**src/shared/hotswap_status_defines.vh**
```
// constants for the hot-swap fault status register bank
// Summary of operation
// RL1: code 0x7b reads output-current byte, resets 0x00
// RL2: bit 7 latches on timed-out overcurrent shutdown
// RL3: bit 5 latches above overcurrent warning threshold
// RL4: current byte bits 6, 4:0 read zero
// RL5: code 0x7c reads input-supply byte, resets 0x00
// RL6: input bit 7 latches on high-limit pin
// RL7: input bit 6 latches above overvoltage warning
// RL8: input bit 5 latches below undervoltage warning
// RL9: input bit 4 latches on low-limit pin
// RL10: input byte bits 3:0 read zero
// RL11: code 0x80 reads vendor byte, resets 0x00
// RL12: vendor bit 7 latches on suspect shorted switch
// RL13: vendor bit 6 follows low-limit comparator live
// RL14: vendor bit 5 follows high-limit comparator live
// RL15: vendor bit 3 latches when current limiting starts
// RL16: vendor bits 2:1 latch shutdown cause code
// RL17: vendor bit 0 latches second warning, selectable polarity
// RL18: vendor bit 4 reads zero
// RL19: summary bit 14 set when current byte nonzero
// RL20: summary bit 13 set when input byte nonzero
// RL21: summary bit 12 set when vendor byte nonzero
// RL22: latched bits hold until clear command or reset
// RL23: host reads each byte singly; writes unsupported
`ifndef HOTSWAP_STATUS_DEFINES_VH
`define HOTSWAP_STATUS_DEFINES_VH

`define CODE_OUTPUT_CURRENT_STATUS  8'h7b
`define CODE_INPUT_SUPPLY_STATUS    8'h7c
`define CODE_VENDOR_SPECIFIC_STATUS 8'h80

`define RESET_OUTPUT_CURRENT_STATUS  8'h00
`define RESET_INPUT_SUPPLY_STATUS    8'h00
`define RESET_VENDOR_SPECIFIC_STATUS 8'h00

// output-current byte
`define BIT_OUTPUT_OVERCURRENT_FAULT   7
`define BIT_OUTPUT_OVERCURRENT_WARNING 5

// input-supply byte
`define BIT_INPUT_OVERVOLTAGE_FAULT    7
`define BIT_INPUT_OVERVOLTAGE_WARNING  6
`define BIT_INPUT_UNDERVOLTAGE_WARNING 5
`define BIT_INPUT_UNDERVOLTAGE_FAULT   4

// vendor-specific byte
`define BIT_SWITCH_SUSPECT_SHORTED     7
`define BIT_LOW_LIMIT_COMPARATOR_LIVE  6
`define BIT_HIGH_LIMIT_COMPARATOR_LIVE 5
`define BIT_CURRENT_LIMITING_ACTIVE    3
`define BIT_SHUTDOWN_REASON_HI         2
`define BIT_SHUTDOWN_REASON_LO         1
`define BIT_SECOND_CURRENT_WARNING     0

`define REASON_NONE         2'h0
`define REASON_OVERCURRENT  2'h1
`define REASON_UNDERVOLTAGE 2'h2
`define REASON_OVERVOLTAGE  2'h3

// summary word flag positions
`define BIT_CURRENT_SUMMARY_FLAG 14
`define BIT_INPUT_SUMMARY_FLAG   13
`define BIT_VENDOR_SUMMARY_FLAG  12

`endif

```
**src/logic/sticky_flags.v**
```verilog
// group of sticky flags: set wins over clear
`timescale 1ns/1ps
`default_nettype none
module sticky_flags #(
   parameter WIDTH = 1
) (
   input  wire             clk,   // system clock
   input  wire             rst,   // async reset, high
   input  wire [WIDTH-1:0] set,   // per-flag set pulse or level
   input  wire             clear, // clear all flags
   output reg  [WIDTH-1:0] q      // flag state
);
   always @(posedge clk or posedge rst) begin
      if (rst) begin
         q <= {WIDTH{1'b0}};
      end else begin
         // an event in the clearing cycle survives the clear  (see RL22)
         q <= (clear ? {WIDTH{1'b0}} : q) | set;
      end
   end
endmodule
`default_nettype wire

```
**src/logic/hotswap_fault_status_regs.v**
```verilog
// three latched status bytes of a hot-swap controller, read by command code
`timescale 1ns/1ps
`default_nettype none
`include "hotswap_status_defines.vh"
module hotswap_fault_status_regs #(
   parameter MEAS_W = 12 // monitor sample width
) (
   input  wire              clk,                           // 10 mhz clock
   input  wire              rst,                           // async reset, high
   // command port
   input  wire              cmd_valid,                     // command strobe
   input  wire              cmd_write,                     // 1: write, 0: read byte
   input  wire [7:0]        cmd_code,                      // command code
   output reg  [7:0]        rd_data,                       // read byte
   output reg               rd_valid,                      // read answer pulse
   output reg               cmd_unsupported,               // refused command pulse
   input  wire              clear_faults,                  // fault-clearing command pulse
   // analog protection events
   input  wire              overcurrent_timeout_gate_off,  // timer elapsed, gate shut
   input  wire              current_limiting_active,       // limit loop engaged
   input  wire              switch_suspect_shorted,        // switch health check failed
   input  wire              high_limit_sense_pin,          // high comparator: above threshold
   input  wire              low_limit_sense_pin,           // low comparator: below threshold
   input  wire              switch_enabled,                // gate drive on
   // monitor samples and limits
   input  wire              sample_valid,                  // new samples present
   input  wire [MEAS_W-1:0] iout_sample,                   // output current code
   input  wire [MEAS_W-1:0] vin_sample,                    // input supply code
   input  wire [MEAS_W-1:0] overcurrent_warning_threshold, // current warning limit
   input  wire [MEAS_W-1:0] vin_overvoltage_threshold,     // input high warning limit
   input  wire [MEAS_W-1:0] vin_undervoltage_threshold,    // input low warning limit
   input  wire [MEAS_W-1:0] second_current_threshold,      // second current limit
   input  wire              second_warning_polarity,       // 1: over, 0: under
   // summary flags
   output reg               current_summary_flag,          // current byte nonzero
   output reg               input_summary_flag,            // input byte nonzero
   output reg               vendor_summary_flag            // vendor byte nonzero
);

   // latched event sets
   wire       oc_fault_set;
   wire       oc_warn_set;
   wire       ov_fault_set;
   wire       ov_warn_set;
   wire       uv_warn_set;
   wire       uv_fault_set;
   wire       short_set;
   wire       limit_set;
   wire       warn2_set;
   wire [1:0] cur_q;
   wire [3:0] inp_q;
   wire [2:0] ven_q;

   // comparator copies and shutdown cause
   reg        low_live_q;
   reg        high_live_q;
   reg  [1:0] reason_q;
   reg  [1:0] reason_d;

   // byte images
   reg  [7:0] current_byte;
   reg  [7:0] input_byte;
   reg  [7:0] vendor_byte;
   reg  [7:0] rd_mux;
   reg        code_known;

   assign oc_fault_set = overcurrent_timeout_gate_off;                      // see RL2
   assign oc_warn_set  = sample_valid
                         && (iout_sample > overcurrent_warning_threshold);  // see RL3
   assign ov_fault_set = high_limit_sense_pin;                              // see RL6
   assign ov_warn_set  = sample_valid
                         && (vin_sample > vin_overvoltage_threshold);       // see RL7
   assign uv_warn_set  = sample_valid
                         && (vin_sample < vin_undervoltage_threshold);      // see RL8
   assign uv_fault_set = low_limit_sense_pin;                               // see RL9
   assign short_set    = switch_suspect_shorted;                            // see RL12
   // set at once, no timer involved
   assign limit_set    = current_limiting_active;                           // see RL15
   assign warn2_set    = sample_valid && (second_warning_polarity ?
                         (iout_sample > second_current_threshold) :
                         (iout_sample < second_current_threshold));         // see RL17

   sticky_flags #(
      .WIDTH (2)
   ) current_flags (
      .clk   (clk),
      .rst   (rst),
      .set   ({oc_fault_set, oc_warn_set}),
      .clear (clear_faults),
      .q     (cur_q)
   );

   sticky_flags #(
      .WIDTH (4)
   ) input_flags (
      .clk   (clk),
      .rst   (rst),
      .set   ({ov_fault_set, ov_warn_set, uv_warn_set, uv_fault_set}),
      .clear (clear_faults),
      .q     (inp_q)
   );

   sticky_flags #(
      .WIDTH (3)
   ) vendor_flags (
      .clk   (clk),
      .rst   (rst),
      .set   ({short_set, limit_set, warn2_set}),
      .clear (clear_faults),
      .q     (ven_q)
   );

   // comparator bits are live, one register stage behind the pins
   always @(posedge clk or posedge rst) begin
      if (rst) begin
         low_live_q  <= 1'b0;
         high_live_q <= 1'b0;
      end else begin
         low_live_q  <= low_limit_sense_pin;  // see RL13
         high_live_q <= high_limit_sense_pin; // see RL14
      end
   end

   // first cause sticks; a simultaneous pair resolves ov, then uv, then oc
   always @* begin
      reason_d = clear_faults ? `REASON_NONE : reason_q;
      if (reason_d == `REASON_NONE) begin
         if (switch_enabled && high_limit_sense_pin) begin
            reason_d = `REASON_OVERVOLTAGE;               // see RL16
         end else if (switch_enabled && low_limit_sense_pin) begin
            reason_d = `REASON_UNDERVOLTAGE;              // see RL16
         end else if (overcurrent_timeout_gate_off) begin
            reason_d = `REASON_OVERCURRENT;               // see RL16
         end
      end
   end

   always @(posedge clk or posedge rst) begin
      if (rst) begin
         reason_q <= `REASON_NONE;
      end else begin
         reason_q <= reason_d; // see RL22
      end
   end

   always @* begin
      current_byte = `RESET_OUTPUT_CURRENT_STATUS;                    // see RL4
      current_byte[`BIT_OUTPUT_OVERCURRENT_FAULT]   = cur_q[1];
      current_byte[`BIT_OUTPUT_OVERCURRENT_WARNING] = cur_q[0];
      input_byte = `RESET_INPUT_SUPPLY_STATUS;                        // see RL10
      input_byte[`BIT_INPUT_OVERVOLTAGE_FAULT]    = inp_q[3];
      input_byte[`BIT_INPUT_OVERVOLTAGE_WARNING]  = inp_q[2];
      input_byte[`BIT_INPUT_UNDERVOLTAGE_WARNING] = inp_q[1];
      input_byte[`BIT_INPUT_UNDERVOLTAGE_FAULT]   = inp_q[0];
      vendor_byte = `RESET_VENDOR_SPECIFIC_STATUS;                    // see RL18
      vendor_byte[`BIT_SWITCH_SUSPECT_SHORTED]     = ven_q[2];
      vendor_byte[`BIT_LOW_LIMIT_COMPARATOR_LIVE]  = low_live_q;
      vendor_byte[`BIT_HIGH_LIMIT_COMPARATOR_LIVE] = high_live_q;
      vendor_byte[`BIT_CURRENT_LIMITING_ACTIVE]    = ven_q[1];
      vendor_byte[`BIT_SHUTDOWN_REASON_HI]         = reason_q[1];
      vendor_byte[`BIT_SHUTDOWN_REASON_LO]         = reason_q[0];
      vendor_byte[`BIT_SECOND_CURRENT_WARNING]     = ven_q[0];
   end

   // read-byte decode
   always @* begin
      rd_mux     = 8'h00;
      code_known = 1'b1;
      case (cmd_code)
         `CODE_OUTPUT_CURRENT_STATUS:  rd_mux = current_byte; // see RL1
         `CODE_INPUT_SUPPLY_STATUS:    rd_mux = input_byte;   // see RL5
         `CODE_VENDOR_SPECIFIC_STATUS: rd_mux = vendor_byte;  // see RL11
         default:                      code_known = 1'b0;
      endcase
   end

   always @(posedge clk or posedge rst) begin
      if (rst) begin
         rd_data         <= 8'h00;
         rd_valid        <= 1'b0;
         cmd_unsupported <= 1'b0;
      end else begin
         rd_valid        <= cmd_valid && !cmd_write && code_known;
         // writes to read-only status codes are refused  (see RL23)
         cmd_unsupported <= cmd_valid && (cmd_write || !code_known);
         if (cmd_valid && !cmd_write && code_known) begin
            rd_data <= rd_mux;
         end
      end
   end

   // summary flags track the bytes with the same one-cycle register stage
   always @(posedge clk or posedge rst) begin
      if (rst) begin
         current_summary_flag <= 1'b0;
         input_summary_flag   <= 1'b0;
         vendor_summary_flag  <= 1'b0;
      end else begin
         current_summary_flag <= |current_byte; // see RL19
         input_summary_flag   <= |input_byte;   // see RL20
         vendor_summary_flag  <= |vendor_byte;  // see RL21
      end
   end

endmodule
`default_nettype wire

```
**config.mk**
```make
export PLATFORM = sky130hd
export DESIGN_NAME = hotswap_fault_status_regs
export DESIGN_NICKNAME = d
export VERILOG_FILES = /design/src/logic/sticky_flags.v /design/src/logic/hotswap_fault_status_regs.v
export VERILOG_INCLUDE_DIRS = /design/src /design/src/shared
export SDC_FILE = /design/constraint.sdc
export NUM_CORES = 1
export LEC_CHECK = 0
export BUFFER_PORTS_ARGS = -buffer_cell sky130_fd_sc_hd__buf_2
export CAP_MARGIN = 30
export CELL_PAD_IN_SITES_DETAIL_PLACEMENT = 1
export CELL_PAD_IN_SITES_GLOBAL_PLACEMENT = 1
export CORE_UTILIZATION = 34
export DETAILED_ROUTE_END_ITERATION = 10
export PLACE_DENSITY = 0.85
export SLEW_MARGIN = 5
export SYNTH_ARGS = -nofsm -noshare
export SYNTH_HDL_FRONTEND = slang
export SYNTH_HIERARCHICAL = 1
export SYNTH_SLANG_ARGS = --single-unit
```
**constraint.sdc**
```tcl
create_clock -name clk -period 1.6 [get_ports clk]
set_clock_uncertainty 0.1 [all_clocks]
set_input_delay 0.16 -clock clk [delete_from_list [all_inputs] [get_ports clk]]
set_output_delay 0.16 -clock clk [all_outputs]
set_load 0.02 [all_outputs]
```
=== Word-level counts from Yosys, hierarchy flattened ===
Index checks and enable logic that the tools add are counted.

* Bitwise operators: 3
* Mux-type cells: 11
* $mul: 0
* Order comparisons: 5
* Eq/ne operators: 3
* Add/sub/neg operators: 0
* Reductions and logical operators: 17
* Shift operators: 0
* Div/mod/pow operators: 0

{| class="wikitable"
|+ Operators by type and width
! kind !! number
|-
| $gt 12x12->1 || 3
|-
| $lt 12x12->1 || 2
|-
| $pmux 8 s3 || 1
|-
| $eq 8x7->1 const B || 2
|-
| $mux 2 || 6
|-
| $logic_and 1x1->1 || 9
|-
| $eq 8x8->1 const B || 1
|-
| $reduce_or 7->1 || 1
|-
| $mux 4 || 1
|-
| $or 4x4->4 || 1
|-
| $reduce_or 4->1 || 1
|-
| $mux 3 || 1
|-
| $or 3x3->3 || 1
|-
| $reduce_or 3->1 || 1
|-
| $logic_not 1->1 || 2
|-
| $logic_not 2->1 || 1
|-
| $mux 1 || 2
|-
| $or 2x2->2 || 1
|-
| $reduce_or 2->1 || 1
|-
| $logic_or 1x1->1 || 1
|}

* Memories: 0
* Logic and storage cells: 51
* Memory bits (read-only): 0
* Flip-flop bits (word level): 26
* Bits in latches: 0
* Memory bits (writable): 0
* Input port bits: 93
* Output and inout bits: 13

=== Logic depth before layout (Yosys ltp) ===
* Depth after elaboration: 6
* Mapped depth: 8
* Mapped depth without buffers: 8

=== Hierarchy ===
The synthesis kept the hierarchy.

{| class="wikitable"
|+ Modules (own cells, without submodules)
! module !! cells an instance !! instances !! area each (µm²)
|-
| hotswap_fault_status_regs || 231 || 1 || 1,964.4
|-
| sticky_flags at input_flags || 10 || 1 || 137.6
|-
| sticky_flags at vendor_flags || 8 || 1 || 105.1
|-
| sticky_flags at current_flags || 6 || 1 || 72.6
|}

=== Worst setup path before layout ===
Ideal clock, no wire load.

* Path type: input to register
* Start: input second_current_threshold[1]
* End: register vendor_flags.q[0]
* Required time: 1,382 ps
* Arrival time: 1,539 ps
* Buffers on the path: 0
* Stages: 8
* Path slack: -157 ps
* Path through: inv_1 ha_1 nor2b_1 o211ai_1 a211oi_1 a2111oi_0 mux2i_1 a21o_1

* Cells in the longest elaborated chain, start to end: 4
* Elaborated cells between the ends (all ways): 5
* Classes of those cells: 2 x order compare; 1 x mux; 1 x bitwise; 1 x reduce/logical

{| class="wikitable"
|+ Ends and longest elaborated chain
! item !! line !! source
|-
| from (decl) || hotswap_fault_status_regs.v:32 || <nowiki>input wire [MEAS_W-1:0] second_current_threshold,</nowiki>
|-
| $lt 12x12->1 or $gt 12x12->1 (tied branches) || hotswap_fault_status_regs.v:81, hotswap_fault_status_regs.v:80 ||
|-
| $mux 1 (*) || hotswap_fault_status_regs.v:79 || <nowiki>assign warn2_set = sample_valid && (second_warning_polarity ?</nowiki>
|-
| $logic_and 1x1->1 (*) || hotswap_fault_status_regs.v:79 ||
|-
| via warn2_set || hotswap_fault_status_regs.v:49 || <nowiki>wire warn2_set;</nowiki>
|-
| $or 3x3->3 (*) || sticky_flags.v:18 || <nowiki>q <= (clear ? {WIDTH{1'b0}} : q) | set;</nowiki>
|-
| to (signal assigned) || sticky_flags.v:15 || <nowiki>q <= {WIDTH{1'b0}};</nowiki>
|-
| to (signal assigned) || sticky_flags.v:18 ||
|-
| to (decl) || sticky_flags.v:11 || <nowiki>output reg [WIDTH-1:0] q</nowiki>
|}

The timed path passes the listed nets; every way through them passes the cells marked *.
A chain may end at the register's enable or synchronous reset.

=== Final worst setup path ===
* Start: input second_current_threshold[5]
* End: register vendor_flags.q[0]

Same word-level chain as after synthesis.

==> run summary <==
sequential-to-total area share from yosys stat - 0.285
commonest cells in the netlist - inv_1 (62), ha_1 (47), dfrtp_1 (26)
Leak - 1.86 nW
H-Tree Depth - 1
failing checks - design-rule violations
total chip power - 1.76 mW
Worst R2R Path Depth - 1
hold endpoint - current_flags/q[1]$_DFF_PP0_
via count of the routed design - 2314
Diodes inserted - 0
worst vdd ir - 0.212 mV
max_cap viols - 0
dominant synthesized flop cell - dfrtp_1
final hold violations - 0
CP endpoint kind - flip-flop
CP Cell Sequence - buf_2 > inv_1 > ha_4 > a21o_1 > nand3_1 > a21oi_1 > a2111oi_2 > mux2i_1 > a21o_1
outcome - finished with violations
Fin Setup TNS - 0 ns
internal reg-to-reg setup slack - 0.46 ns
initial antenna violation count - 0
global-route wire length before repair - 11.2 mm
RSZ-0062 raised after global routing - no
Post-Syn Instances - 255
final-report max-slew violation count - 0
worst-path fanout max - 2
DRC - 10
Tmin final - 1.51 ns
port bufs - 105
mean post-synth cell area - 8.94 um2
fill cell count - 807
antenna violation net count after detailed routing - 0
Syn Nets - 395
Max transition margin - 0.565
worst-margin pin slew - 0.651 ns
Final period util - 0.945
Die W - 83.9 um
Post-synth EDFFs - 0
area share of the largest cell type after synthesis - 0.285
dpl hpwl - 5.78 mm
vias in the first global route - 2606
class of the worst hold path - in -> reg
Critical Path RT - 1.70 ns
final wirelength - 6.48 mm
Post-synth ARST share - 1.00
Syn-to-layout area delta - 38.1%
number of library cell types mapped by synthesis - 45
final net count - 519
GP Congestion - 0.789
Root Buffer - clkbuf_8
clock insertion delay at the later pin of the skew report - 0.26 ns
Synth Cell Area - 2280 um2
worst hold start - overcurrent_timeout_gate_off
most area-consuming cells after synthesis - dfrtp_1 (29%), ha_1 (26%), inv_1 (10%), a21o_1 (7.9%), a21oi_1 (2.4%)
CTS buffer count - 3
max incr delay on CP - 0.37 ns
io pins - 106
clock slew at reported path FFs - 0.08 ns
critical path arrival - 1.62 ns
Rows - 29
Ys Warns - 6
vias per inst - 5.10
# setup viols final - 0
Die H - 83.9 um
1st-iter DRT viols - 77
most frequent cell after synthesis - inv_1
CTS Buffer Depth - 2
FF-to-FF End - input_summary_flag$_DFF_PP0_
CTS sink count - 26
die area - 7040 um2
share of cells above drive strength 1 - 0.371
post-synth top area cell - dfrtp_1
Slowest cell on crit path - a2111oi_2
gr ovfl total - 0
core area - 6420 um2
CTS tree - yes
PD cells - 558 nW/um2
CP most frequent cell - a21o_1
wire length per cell - 14.3 um
register bit total from synthesis - 26
post-CTS setup buffer count - 0
Worst Hold Depth - 2
Critical Path Source Type - input port
Hold WS - 0.0205 ns
drt pass-1 iters - 8
Final Util - 0.490
WS Path Type - in -> reg
largest net degree at the start of global routing - 18
Max Fclk - 661 MHz
r2r startpoint - input_flags/q[3]$_DFF_PP0_
Initial Util - 0.355
GRT Resource Usage Total - 0.192
-- layer usage --
metal  global-route usage  vias to the layer above  wire length [um]
met5                    0                        -                 0
met1                0.204                     1106              2500
met2                0.403                       67              3630
li1                     -                     1135                 -
met4               0.0251                        0                55
met3               0.0227                        6               298
-- cell families (layout without fill, tap and decap cells) --
logic type / after synthesis / in the layout / synth area share
adders and majority gates: 47 / 47 / 0.258
DFF: 26 / 26 / 0.285
AOI/OAI and AO/OA: 65 / 65 / 0.206
and+or+nand+nor: 51 / 51 / 0.136
muxes: 1 / 1 / 0.00439
buffers and inverters: 65 / 187 / 0.110
-- cell type report --
type | instances | area, um2 | share of cell area
inverters | 63 | 239 | 0.0759
flip-flops and latches | 26 | 651 | 0.207
well taps | 77 | 96.3 | 0.0306
multi-input cells | 164 | 1430 | 0.455
clock buffers | 3 | 41.3 | 0.0131
repair buffers | 121 | 687 | 0.218
-- worst max-delay path: cells and delay by family --
kind | cells | cell delay (ns)
compound gates | 4 | 0.73
fa+ha+maj | 1 | 0.21
buf+inv | 2 | 0.18
mux | 1 | 0.27
simple gates | 1 | 0.07
-- stage by stage --
| step | std cells | instance area, um2 | worst slack [ns] |
|---|---|---|---|
| 6_report | 454 | 3150 | 0.0872 |
| 5_1_grt | 454 | 3150 | 0.00949 |
| 2_1_floorplan | 255 | 2320 | 0.00829 |
| 4_1_cts | 454 | 3140 | -0.0143 |
| 3_3_place_gp | 446 | 3020 | -0.199 |
| 3_5_place_dp | 446 | 3020 | -0.290 |
-- cell usage in the layout (no fill, tap or decap), drive strengths merged, types with 3 or more instances in the layout --
master       instances
a211oi               3
a21o                24
a21oi               12
a31oi                3
buf                116
clkbuf               3
dfrtp               26
dlygate4sd3          5
ha                  47
inv                 63
nand2                7
nand3                8
nand4                8
nor2                 7
nor2b                3
o21ai                6
or2                  3
-- sequential cells by signal, indices dropped and copies added, names as in the netlist, 2 cells and up --
| signal | cells |
|---|---|
| current_flags/q | 2 |
| input_flags/q | 4 |
| rd_data | 8 |
| reason_q | 2 |
| vendor_flags/q | 3 |
-- where the power goes --
part | leakage (nW) | internal (mW) | switching, mW
logic | 1.54 | 0.319 | 0.322
registers | 0.291 | 0.718 | 0.0419
clock network | 0.0216 | 0.168 | 0.188
total | 1.86 | 1.21 | 0.552
-- worst max path at each step --
stage	end	cells after the start	from	slack [ns]
6_report	vendor_flags/q[0]$_DFF_PP0_	9	second_current_threshold[5]	0.09
5_1_grt	vendor_flags/q[0]$_DFF_PP0_	9	second_current_threshold[5]	0.009
4_1_cts	vendor_flags/q[0]$_DFF_PP0_	9	second_current_threshold[1]	-0.01
3_5_place_dp	vendor_flags/q[0]$_DFF_PP0_	9	second_current_threshold[1]	-0.29
3_3_place_gp	vendor_flags/q[0]$_DFF_PP0_	9	second_current_threshold[1]	-0.20
2_1_floorplan	vendor_flags/q[0]$_DFF_PP0_	8	second_current_threshold[1]	0.008
-- timing repair --
item | in CTS | in global routing
endpoints found under the hold margin | 30 | 0
endpoints found under the setup margin | 1 | 1
hold buffers | 5 | 0
gates resized for setup | 6 | 1
pin swaps | 4 | 1
(Power assumes the default switching activity.)
